==> src/nvsram_seq_defines.svh <==
`ifndef NVSRAM_SEQ_DEFINES_SVH
`define NVSRAM_SEQ_DEFINES_SVH
`define SEQ_ADDR_0     14'h0E38
`define SEQ_ADDR_1     14'h31C7
`define SEQ_ADDR_2     14'h03E0
`define SEQ_ADDR_3     14'h3C1F
`define SEQ_ADDR_4     14'h303F
`define SEQ_LAST_STORE 14'h0FC0
`define SEQ_LAST_RECAL 14'h0C63
`define SEQ_LAST_ASDIS 14'h03F8
`define SEQ_LAST_ASEN  14'h07F0
`define CLK_PERIOD_NS  50
`define STORE_TIME_NS  8000000
`define RECALL_TIME_NS 200000
`define STORE_CYCLES   ((`STORE_TIME_NS + `CLK_PERIOD_NS - 1) / `CLK_PERIOD_NS)
`define RECALL_CYCLES  ((`RECALL_TIME_NS + `CLK_PERIOD_NS - 1) / `CLK_PERIOD_NS)
`define STROBE_CYCLES  2
`endif

==> src/nvsram_seq_pkg.sv <==
package nvsram_seq_pkg;
  // commands the user may ask for
  typedef enum logic [2:0] {
    cmd_read    = 3'h0,
    cmd_write   = 3'h1,
    cmd_store   = 3'h2,
    cmd_recall  = 3'h3,
    cmd_as_off  = 3'h4,
    cmd_as_on   = 3'h5
  } cmd_e;
  // bus cycle phases, gray from idle through to wait
  typedef enum logic [2:0] {
    ph_idle   = 3'b000,
    ph_setup  = 3'b001,
    ph_strobe = 3'b011,
    ph_end    = 3'b010,
    ph_wait   = 3'b110
  } phase_e;
endpackage

==> src/nvsram_bus_cycle.sv <==
`timescale 1ns/1ps
`include "nvsram_seq_defines.svh"
// one asynchronous read or write cycle on the pins
module nvsram_bus_cycle
  import nvsram_seq_pkg::*;
#(
  parameter int STROBE = `STROBE_CYCLES
) (
  input  wire logic        sys_clk,
  input  wire logic        reset,
  input  wire logic        clk_en,
  input  wire logic        start,
  input  wire logic        is_write,
  input  wire logic        use_oe,
  input  wire logic [14:0] addr,
  input  wire logic [7:0]  wdata,
  input  wire logic [7:0]  dq_in,
  output logic             done,
  output logic [7:0]       rdata,
  output logic [14:0]      addr_pin,
  output logic             ce_n,
  output logic             we_n,
  output logic             oe_n,
  output logic [7:0]       dq_out,
  output logic             dq_oe
);
  phase_e     phase;   // cycle phase
  logic [3:0] cnt;     // strobe width counter
  logic [7:0] dq_s1;   // pin sampler stages
  logic [7:0] dq_s2;
  logic [7:0] dq_s3;

  // three-stage sampler for the async data pins
  always_ff @(posedge sys_clk) begin
    if (reset) begin
      dq_s1 <= 8'h00;
      dq_s2 <= 8'h00;
      dq_s3 <= 8'h00;
    end else if (clk_en) begin
      dq_s1 <= dq_in;
      dq_s2 <= dq_s1;
      dq_s3 <= dq_s2;
    end
  end

  // cycle sequencer: address first, then strobes, then release
  always_ff @(posedge sys_clk) begin
    if (reset) begin
      phase    <= ph_idle;
      cnt      <= 4'h0;
      done     <= 1'b0;
      rdata    <= 8'h00;
      addr_pin <= 15'h0000;
      ce_n     <= 1'b1;   // deselected
      we_n     <= 1'b1;
      oe_n     <= 1'b1;
      dq_out   <= 8'h00;
      dq_oe    <= 1'b0;
    end else if (clk_en) begin
      done <= 1'b0;
      case (phase)
        ph_idle: begin
          if (start) begin
            addr_pin <= addr;   // address stable before strobes
            dq_out   <= wdata;
            dq_oe    <= is_write;
            phase    <= ph_setup;
          end
        end
        ph_setup: begin
          ce_n  <= 1'b0;
          we_n  <= ~dq_oe;       // write keeps oe high
          oe_n  <= dq_oe | ~use_oe;
          cnt   <= 4'(STROBE);
          phase <= ph_strobe;
        end
        ph_strobe: begin
          if (cnt == 4'h0) begin
            phase <= ph_end;
          end else begin
            cnt <= cnt - 4'h1;
          end
        end
        ph_end: begin
          // ce rising ends the cycle and clocks the sequence step
          if (dq_s2 == dq_s3) begin
            rdata <= dq_s3;
          end
          ce_n  <= 1'b1;
          we_n  <= 1'b1;
          oe_n  <= 1'b1;
          phase <= ph_wait;
        end
        ph_wait: begin
          dq_oe <= 1'b0;     // release after strobes are high
          done  <= 1'b1;
          phase <= ph_idle;
        end
        default: phase <= ph_idle;
      endcase
    end
  end
endmodule // nvsram_bus_cycle

==> src/nvsram_host.sv <==
`timescale 1ns/1ps
`include "nvsram_seq_defines.svh"
// host controller: plain accesses and six-read command sequences
module nvsram_host
  import nvsram_seq_pkg::*;
#(
  parameter int STORE_WAIT  = `STORE_CYCLES,
  parameter int RECALL_WAIT = `RECALL_CYCLES
) (
  input  wire logic        sys_clk,
  input  wire logic        reset,
  input  wire logic        clk_en,
  input  wire logic        req,
  input  wire logic [2:0]  cmd,
  input  wire logic [14:0] addr,
  input  wire logic [7:0]  wdata,
  input  wire logic        use_oe,
  output logic             busy,
  output logic             ack,
  output logic [7:0]       rdata,
  output logic             autosave_dirty,
  output logic [14:0]      addr_pin,
  output logic             ce_n,
  output logic             we_n,
  output logic             oe_n,
  output logic [7:0]       dq_out,
  output logic             dq_oe,
  input  wire logic [7:0]  dq_in
);
  logic        cyc_start;   // pulse to bus engine
  logic        cyc_write;   // current cycle is a write
  logic [14:0] cyc_addr;    // current cycle address
  logic [7:0]  cyc_wdata;   // current write data
  logic        cyc_done;    // bus engine finished
  logic [7:0]  cyc_rdata;   // captured read byte
  logic        cyc_oe;      // drive oe during this cycle
  logic        in_flight;   // bus cycle outstanding
  logic [2:0]  step;        // current sequence step, 0..5
  logic        in_seq;      // running a sequence
  logic [2:0]  cur_cmd;     // latched command
  logic [22:0] wait_cnt;    // store or recall hold-off
  logic        hold_on;     // hold-off still counting
  logic        hold_end;    // last cycle of the hold-off
  logic        step_done;   // a launched cycle just finished
  logic        seq_final;   // sixth sequence step just finished
  logic        seq_next;    // launch the following sequence step
  logic        plain_cmd;   // read or write, not a sequence
  logic        take;        // request accepted at this edge

  // step address: prefix then command-specific last address
  function automatic logic [13:0] seq_addr(input logic [2:0] s, input logic [2:0] c);
    case (s)
      3'h0:    seq_addr = `SEQ_ADDR_0;
      3'h1:    seq_addr = `SEQ_ADDR_1;
      3'h2:    seq_addr = `SEQ_ADDR_2;
      3'h3:    seq_addr = `SEQ_ADDR_3;
      3'h4:    seq_addr = `SEQ_ADDR_4;
      default: begin
        case (c)
          cmd_store:  seq_addr = `SEQ_LAST_STORE;
          cmd_recall: seq_addr = `SEQ_LAST_RECAL;
          cmd_as_off: seq_addr = `SEQ_LAST_ASDIS;
          default:    seq_addr = `SEQ_LAST_ASEN;
        endcase
      end
    endcase
  endfunction

  nvsram_bus_cycle u_cycle (
    .sys_clk  (sys_clk),
    .reset    (reset),
    .clk_en   (clk_en),
    .start    (cyc_start),
    .is_write (cyc_write),
    .use_oe   (cyc_oe),
    .addr     (cyc_addr),
    .wdata    (cyc_wdata),
    .dq_in    (dq_in),
    .done     (cyc_done),
    .rdata    (cyc_rdata),
    .addr_pin (addr_pin),
    .ce_n     (ce_n),
    .we_n     (we_n),
    .oe_n     (oe_n),
    .dq_out   (dq_out),
    .dq_oe    (dq_oe)
  );

  // decode of where the current command stands
  assign hold_on   = (wait_cnt != 23'h000000);
  assign hold_end  = (wait_cnt == 23'h000001);
  assign step_done = !hold_on && in_flight && cyc_done;
  assign seq_final = step_done && in_seq && (step == 3'h5);
  assign seq_next  = step_done && in_seq && (step != 3'h5);
  assign plain_cmd = (cmd == cmd_read) || (cmd == cmd_write);
  // one access at a time, so no foreign cycle can break a sequence
  assign take      = !hold_on && !in_flight && req && !busy;

  // latch what the accepted request asks for; held for the whole command
  always_ff @(posedge sys_clk) begin
    if (reset) begin
      cur_cmd   <= 3'h0;
      cyc_oe    <= 1'b1;
      cyc_wdata <= 8'h00;
      cyc_write <= 1'b0;
    end else if (clk_en && take) begin
      cur_cmd   <= cmd;
      cyc_oe    <= use_oe;              // either read style is a valid step
      cyc_wdata <= wdata;
      // sequence steps are reads, write strobe stays high
      cyc_write <= (cmd == cmd_write);
    end
  end

  // cycle launcher: first cycle on take, sequence steps back to back
  always_ff @(posedge sys_clk) begin
    if (reset) begin
      cyc_start <= 1'b0;
      cyc_addr  <= 15'h0000;
      in_flight <= 1'b0;
    end else if (clk_en) begin
      cyc_start <= 1'b0;
      if (take) begin
        // new command: plain address or first sequence address
        cyc_start <= 1'b1;
        in_flight <= 1'b1;
        if (plain_cmd) begin
          cyc_addr <= addr;
        end else begin
          cyc_addr <= {1'b0, seq_addr(3'h0, cmd)};  // top bit unused
        end
      end else if (seq_next) begin
        // next step at once; in_flight stays set so nothing slips
        cyc_start <= 1'b1;
        cyc_addr  <= {1'b0, seq_addr(step + 3'h1, cur_cmd)};
      end else if (step_done) begin
        // last cycle of the command is back
        in_flight <= 1'b0;
      end
    end
  end

  // sequence step counter, counts finished reads 0..5
  always_ff @(posedge sys_clk) begin
    if (reset) begin
      step   <= 3'h0;
      in_seq <= 1'b0;
    end else if (clk_en) begin
      if (take) begin
        // any command restarts the count
        in_seq <= !plain_cmd;
        step   <= 3'h0;
      end else if (seq_next) begin
        step <= step + 3'h1;
      end else if (seq_final) begin
        // six reads done, sequence over
        in_seq <= 1'b0;
      end
    end
  end

  // hold-off after store or recall; the chip ignores access meanwhile
  always_ff @(posedge sys_clk) begin
    if (reset) begin
      wait_cnt <= 23'h000000;
    end else if (clk_en) begin
      if (hold_on) begin
        wait_cnt <= wait_cnt - 23'h000001;
      end else if (seq_final && cur_cmd == cmd_store) begin
        // long wait traded for a host that never polls the busy pin
        wait_cnt <= 23'(STORE_WAIT);
      end else if (seq_final && cur_cmd == cmd_recall) begin
        wait_cnt <= 23'(RECALL_WAIT);
      end
    end
  end

  // user handshake: busy from take to ack, ack one cycle
  always_ff @(posedge sys_clk) begin
    if (reset) begin
      busy  <= 1'b0;
      ack   <= 1'b0;
      rdata <= 8'h00;
    end else if (clk_en) begin
      ack <= 1'b0;
      if (take) begin
        busy <= 1'b1;
      end else if (hold_end) begin
        // store or recall time has run out
        busy <= 1'b0;
        ack  <= 1'b1;
      end else if (step_done && !in_seq) begin
        // plain access; rdata only means something after a read
        rdata <= cyc_rdata;
        busy  <= 1'b0;
        ack   <= 1'b1;
      end else if (seq_final && cur_cmd != cmd_store && cur_cmd != cmd_recall) begin
        // autosave commands need no hold-off
        busy <= 1'b0;
        ack  <= 1'b1;
      end
    end
  end

  // autosave setting changed but not yet saved by a manual store
  always_ff @(posedge sys_clk) begin
    if (reset) begin
      autosave_dirty <= 1'b0;
    end else if (clk_en && in_flight && cyc_done && in_seq && step == 3'h5) begin
      if (cur_cmd == cmd_as_off || cur_cmd == cmd_as_on) begin
        autosave_dirty <= 1'b1;
      end else if (cur_cmd == cmd_store) begin
        autosave_dirty <= 1'b0;
      end
    end
  end
endmodule // nvsram_host

==> config.mk <==
export PLATFORM = sky130hd
export DESIGN_NAME = nvsram_host
export DESIGN_NICKNAME = d
export VERILOG_FILES = /design/src/nvsram_seq_pkg.sv /design/src/nvsram_bus_cycle.sv /design/src/nvsram_host.sv
export VERILOG_INCLUDE_DIRS = /design/src
export SDC_FILE = /design/constraint.sdc
export NUM_CORES = 1
export LEC_CHECK = 0
export BUFFER_PORTS_ARGS = -buffer_cell sky130_fd_sc_hd__buf_2
export CAP_MARGIN = 20
export CORE_UTILIZATION = 52
export DETAILED_ROUTE_END_ITERATION = 8
export PLACE_DENSITY = 0.72
export SYNTH_ARGS = -nofsm -noshare
export SYNTH_HDL_FRONTEND = slang
export SYNTH_SLANG_ARGS = --single-unit
==> constraint.sdc <==
create_clock -name sys_clk -period 2.1 [get_ports sys_clk]
set_input_delay 0.21 -clock sys_clk [delete_from_list [all_inputs] [get_ports sys_clk]]
set_output_delay 0.21 -clock sys_clk [all_outputs]
set_load 0.02 [all_outputs]
-- Word-level counts from Yosys, hierarchy flattened
Index checks and enable logic that the tools add are counted.
- $add $sub $neg: 3
- equal/unequal tests: 23
- mux-type cells: 39
- bitwise operators: 5
- reduce and logical (&&, ||, !) cells: 52
- operators with widths (kind ; count):
    $pmux 14 s5 ; 1
    $mux 23 ; 3
    $mux 15 ; 3
    $pmux 12 s3 ; 1
    $eq 23x1->1 const B ; 1
    $reduce_bool 23->1 ; 1
    $sub 23x1->23 const B ; 1
    $reduce_and 3->1 ; 7
    $mux 1 ; 20
    $eq 3x2->1 const B ; 6
    $logic_and 1x1->1 ; 18
    $eq 3x3->1 const B ; 5
    $reduce_bool 2->1 ; 7
    $mux 3 ; 4
    $pmux 3 s4 ; 1
    $reduce_and 2->1 ; 5
    $eq 3x1->1 const B ; 3
    $logic_not 3->1 ; 3
    $eq 8x8->1 ; 1
    $pmux 1 s2 ; 4
    $pmux 4 s2 ; 1
    $ne 3x2->1 const B ; 2
    $logic_not 1->1 ; 5
    $logic_not 4->1 ; 1
    other kinds (12) ; 18
- register bits: 135
- output and inout port bits: 38
- logic and storage cells: 149

-- Longest topological paths before layout
- word-level depth: 12
- gate-level depth with buffers: 8
- mapped depth without buffers: 7

-- Hierarchy
A second synthesis with hierarchy kept.
- cell total of the unflattened synthesis: 724
- area total of the unflattened synthesis: 6099.6 um^2
- modules (own cells, without submodules) (module ; times used ; cells each ; area each (um^2) ; seq. area each (um^2)):
    nvsram_host ; 1 ; 424 ; 3374.5 ; 1361.3
    nvsram_bus_cycle ; 1 ; 300 ; 2725.1 ; 1341.3

-- Worst setup path after synthesis
OpenSTA, ideal clock, no wires.
- path kind: register to register
- start: reg wait_cnt[14]
- end: reg cyc_addr[5]
- library setup time: 0.136 ns
- data arrival time: 2.077 ns
- required time: 1.964 ns
- slack: -0.113 ns
- cell stages (with the launch flop): 7
- clock period less this slack: 2.213 ns
- cells stage by stage: dfxtp_1 > or4_4 > or4_4 > nor4_4 > buf_6 > and3b_2 > o32ai_2
- cells in the longest elaborated chain, start to end: 8
- RTL lines (element ; RTL line ; source):
    from (decl) ; nvsram_host.sv:41 ; logic [22:0] wait_cnt;
    from (signal assigned) ; nvsram_host.sv:168 ; wait_cnt <= wait_cnt - 23'h000001;
    from (signal assigned) ; nvsram_host.sv:171 ; wait_cnt <= 23'(STORE_WAIT);
    from (signal assigned) ; nvsram_host.sv:173 ; wait_cnt <= 23'(RECALL_WAIT);
    $reduce_bool 23->1 (*) ; nvsram_host.sv:90 ; assign hold_on = (wait_cnt != 23'h000000);
    $logic_not 1->1 (*) ; nvsram_host.sv:92, nvsram_host.sv:97 ;
    $logic_and 1x1->1 (2 in series) ; nvsram_host.sv:92 ; assign step_done = !hold_on && in_flight && cyc_done;
    $logic_and 1x1->1 (2 in series) ; nvsram_host.sv:94 ; assign seq_next = step_done && in_seq && (step != 3'h5);
    $reduce_bool 2->1 (no line) ; n/a ;
    $reduce_and 2->1 (no line) ; n/a ;
    to (signal assigned) ; nvsram_host.sv:128 ; cyc_addr <= addr;
    to (signal assigned) ; nvsram_host.sv:130 ; cyc_addr <= {1'b0, seq_addr(3'h0, cmd)};
    to (signal assigned) ; nvsram_host.sv:135 ; cyc_addr <= {1'b0, seq_addr(step + 3'h1, cur_cmd)};
    to (decl) ; nvsram_host.sv:32 ; logic [14:0] cyc_addr;
Every way passes the cells marked *; elsewhere a longest branch is shown, timed or not.
A chain may end at the register's enable or synchronous reset.

-- Worst setup path after layout
- start: reg wait_cnt[14]
- end: reg cyc_addr[7]
Same word-level chain as after synthesis.

==> results.toml <==
[place]
place_ws_ns = -0.122
portBuffers = 76
gp_congestion = 0.898
dp_cells = 963
dpl.hpwl_um = 11000

[synth]
async_flop_share_pct = 0
netlist_area_um2 = 6090
ys_top_cells_by_area = "dfxtp_1 (44%), nand2_1 (6.8%), mux2i_1 (6.6%), a21oi_1 (5.3%), nor2_1 (5.0%)"
ys_seq_area_share_pct = 44.3
yosys-top-cells-count = "dfxtp_1 (135), nand2_1 (110), nor2_1 (81)"
synth_most_common_cell = "dfxtp_1"
synth_edf_count = 0
ys_warn_count = 0
synthDominantCellAreaShare_pct = 44.3
syn_nets = 755
ys_types = 69
syn_inst = 705
synth-seq-cells = 135
avgSynthCellArea_um2 = 8.64
synth_top_area_cell = "dfxtp_1"
ys.flop_type = "dfxtp_1"

[sta]
skew_ns = 0.00810
fin_crit_sh_pct = 108
rsz0062_at_grt = "yes"
finalCriticalPeriod_ns = 2.27
final-setup-viol-count = 13
whs_ns = 0.0264
hold_viol = 0
worstMarginPinSlew_ns = 0.597
timing.slew.headroom_pct = 60.2
max_clock_freq_mhz = 441
setup_ws_ns = -0.169
report.final.slew_viol_count = 0

[worst_setup_path]
worstPathArrival_ns = 2.59
cp_cell_sequence = "or4_4 > or4_4 > nor4_4 > buf_6 > clkbuf_16 > nand3_1 > a211oi_1"
path_common_cell = "or4_4"
slowest_delay_ns = 0.52
worstSetupPathType = "reg -> reg"
slowest_stage = "or4_4"
critPathLaunchType = "flop"
critPathMaxFanout = 10
r2r-start = "wait_cnt[14]"
worst_setup_path_end_kind = "flop"
required_ns = 2.42
critPathLaunch = "wait_cnt[14]"

[clock_tree]
cts_tree = "yes"
clock_sinks = 135
htreeDepth = 4
numCtsBuffers = 17
insertion_delay_ns = 0.42
root_buffer = "clkbuf_16"
clockBufferDepth = 2
path_clk_slew_ns = 0.06

[route]
ant_nets = 0
drc = 0
first_pass_iters = 5
vias = 5834
wl_per_cell_um = 16.5
viasPerCell = 5.80
drt-total-wl_um = 16600
drt-initial-drc-count = 510

[global_routing]
first_global_vias = 5455
grt_pass1_wl_um = 25600
antenna_found_initial = 0
grt_max_degree = 57
grtUsageTotal_pct = 27.3
grt-ovfl-total = 0

[final_layout]
multi_input_area_um2 = 3390
final-seq-area_um2 = 2720
area_growth_syn_to_layout_pct = 32.5
nets = 899
n_antenna_cell = 0
fin_cells = 1005
fin_util_pct = 70.7
layout-drive-gt1-share_pct = 30.6
fillers = 880

[floorplan]
dieArea_um2 = 12200
die_w_um = 110
core_area_um2 = 11400
ioPinCount = 77
row_count = 39
die_h_um = 110
start_util_pct = 53.4

[power_and_ir_drop]
power_density_nw_per_um2 = 1380
power.leakage_uw = 0.00332
max-vdd-ir-drop_uv = 811
power_uw = 11100

[flow_run]
drv_cap = 0

[run_status]
status = "finished with violations"
violations = "setup timing"

[min_path]
holdCritStartpoint = "dq_in[5]"
hold_class = "in -> reg"
==> worst max-delay path, delay by kind of cell (launching register included) <==
family	cells	cell delay, ns
simple gates	4	1.24
flops	1	0.32
buf+inv	2	0.32
compound gates	1	0.29
==> sequential cells by signal, indices dropped and copies added, names as in the netlist, 3 cells and up <==
register and count:
wait_cnt 23, cyc_addr 15, u_cycle.addr_pin 15, cyc_wdata 8, rdata 8, u_cycle.dq_out 8
u_cycle.dq_s1 8, u_cycle.dq_s2 8, u_cycle.dq_s3 8, u_cycle.rdata 8, u_cycle.cnt 4, cur_cmd 3
step 3, u_cycle.phase 3
==> cell type report <==
| type | count | share of cell area [%] |
|---|---|---|
| flip-flops and latches | 135 | 33.7 |
| repair buffers | 162 | 13.5 |
| clock inverters | 12 | 2.32 |
| multi-input cells | 520 | 42.0 |
| well taps | 143 | 2.22 |
| inverters | 13 | 0.604 |
| clock buffers | 20 | 5.66 |
==> cells by family (layout without fill, tap and decap cells) <==
group,Yosys count,count (layout),share of synthesized area [%]
AO/OA/AOI/OAI,150,150,15.8
XOR/XNOR,16,16,2.30
adder cells (fa/ha/maj),11,11,2.26
buffers and inverters,50,207,3.47
flip-flops,135,135,44.3
multiplexers,41,41,6.75
AND/OR/NAND/NOR,302,302,25.0
==> report_power, final <==
part | internal, uW | switching, uW
Combinational | 2240 | 2490
Clock | 2070 | 1180
Sequential | 2860 | 273
==> placed cells by master (no fill, tap or decap), types with 5 or more instances in the layout <==
cell	instances
mux2i_1	40
or4_1	6
xnor2_1	11
ha_1	7
inv_1	12
a211oi_1	9
nand2_1	107
a21oi_1	63
buf_4	80
nor4_1	5
o211ai_1	8
buf_2	75
nor2_1	80
nand4_1	6
and3b_2	6
a31oi_1	5
o31ai_1	9
dfxtp_1	122
nor4_4	6
nand3_1	19
dfxtp_2	13
nor2b_1	6
xor2_1	5
and3_1	5
nor3_1	12
o32ai_1	5
clkbuf_16	19
o21ai_0	12
==> what timing repair did <==
item                                   CTS  global route
setup endpoints to repair               33            48
gates cloned                             0             3
buffers inserted                         3             3
gates resized for setup                 11            49
endpoints found under the hold margin    1             0
hold buffers                             1             0
pin swaps                                2            10
==> per-stage QoR <==
| step | cell area [um^2] | setup TNS [ns] |
|---|---|---|
| finish | 8080 | -0.731 |
| global route | 8080 | -1.72 |
| CTS | 7820 | -0.243 |
| detailed placement | 7090 | -1.17 |
| global placement | 7090 | -1.09 |
| floorplan | 6100 | -0.0989 |
==> per-layer routing <==
layer,up-vias,GRT usage (%),share of wire (%)
li1,2815,-,-
met1,2748,32.8,42
met2,226,46.1,49
met3,45,6.58,5.8
met4,0,11.9,2.5
met5,-,0,0
==> final timing paths <==
kind / endpoint / slack, ns / cells past startpoint
worst max-delay path: cyc_addr[7] / -0.17 / 7
worst min-delay path: u_cycle.dq_s1[5] / 0.03 / 3
worst min register to register: u_cycle.ce_n / 0.44 / 2
worst max register to register: cyc_addr[7] / -0.17 / 7
Power figures use the tool's default switching activity.
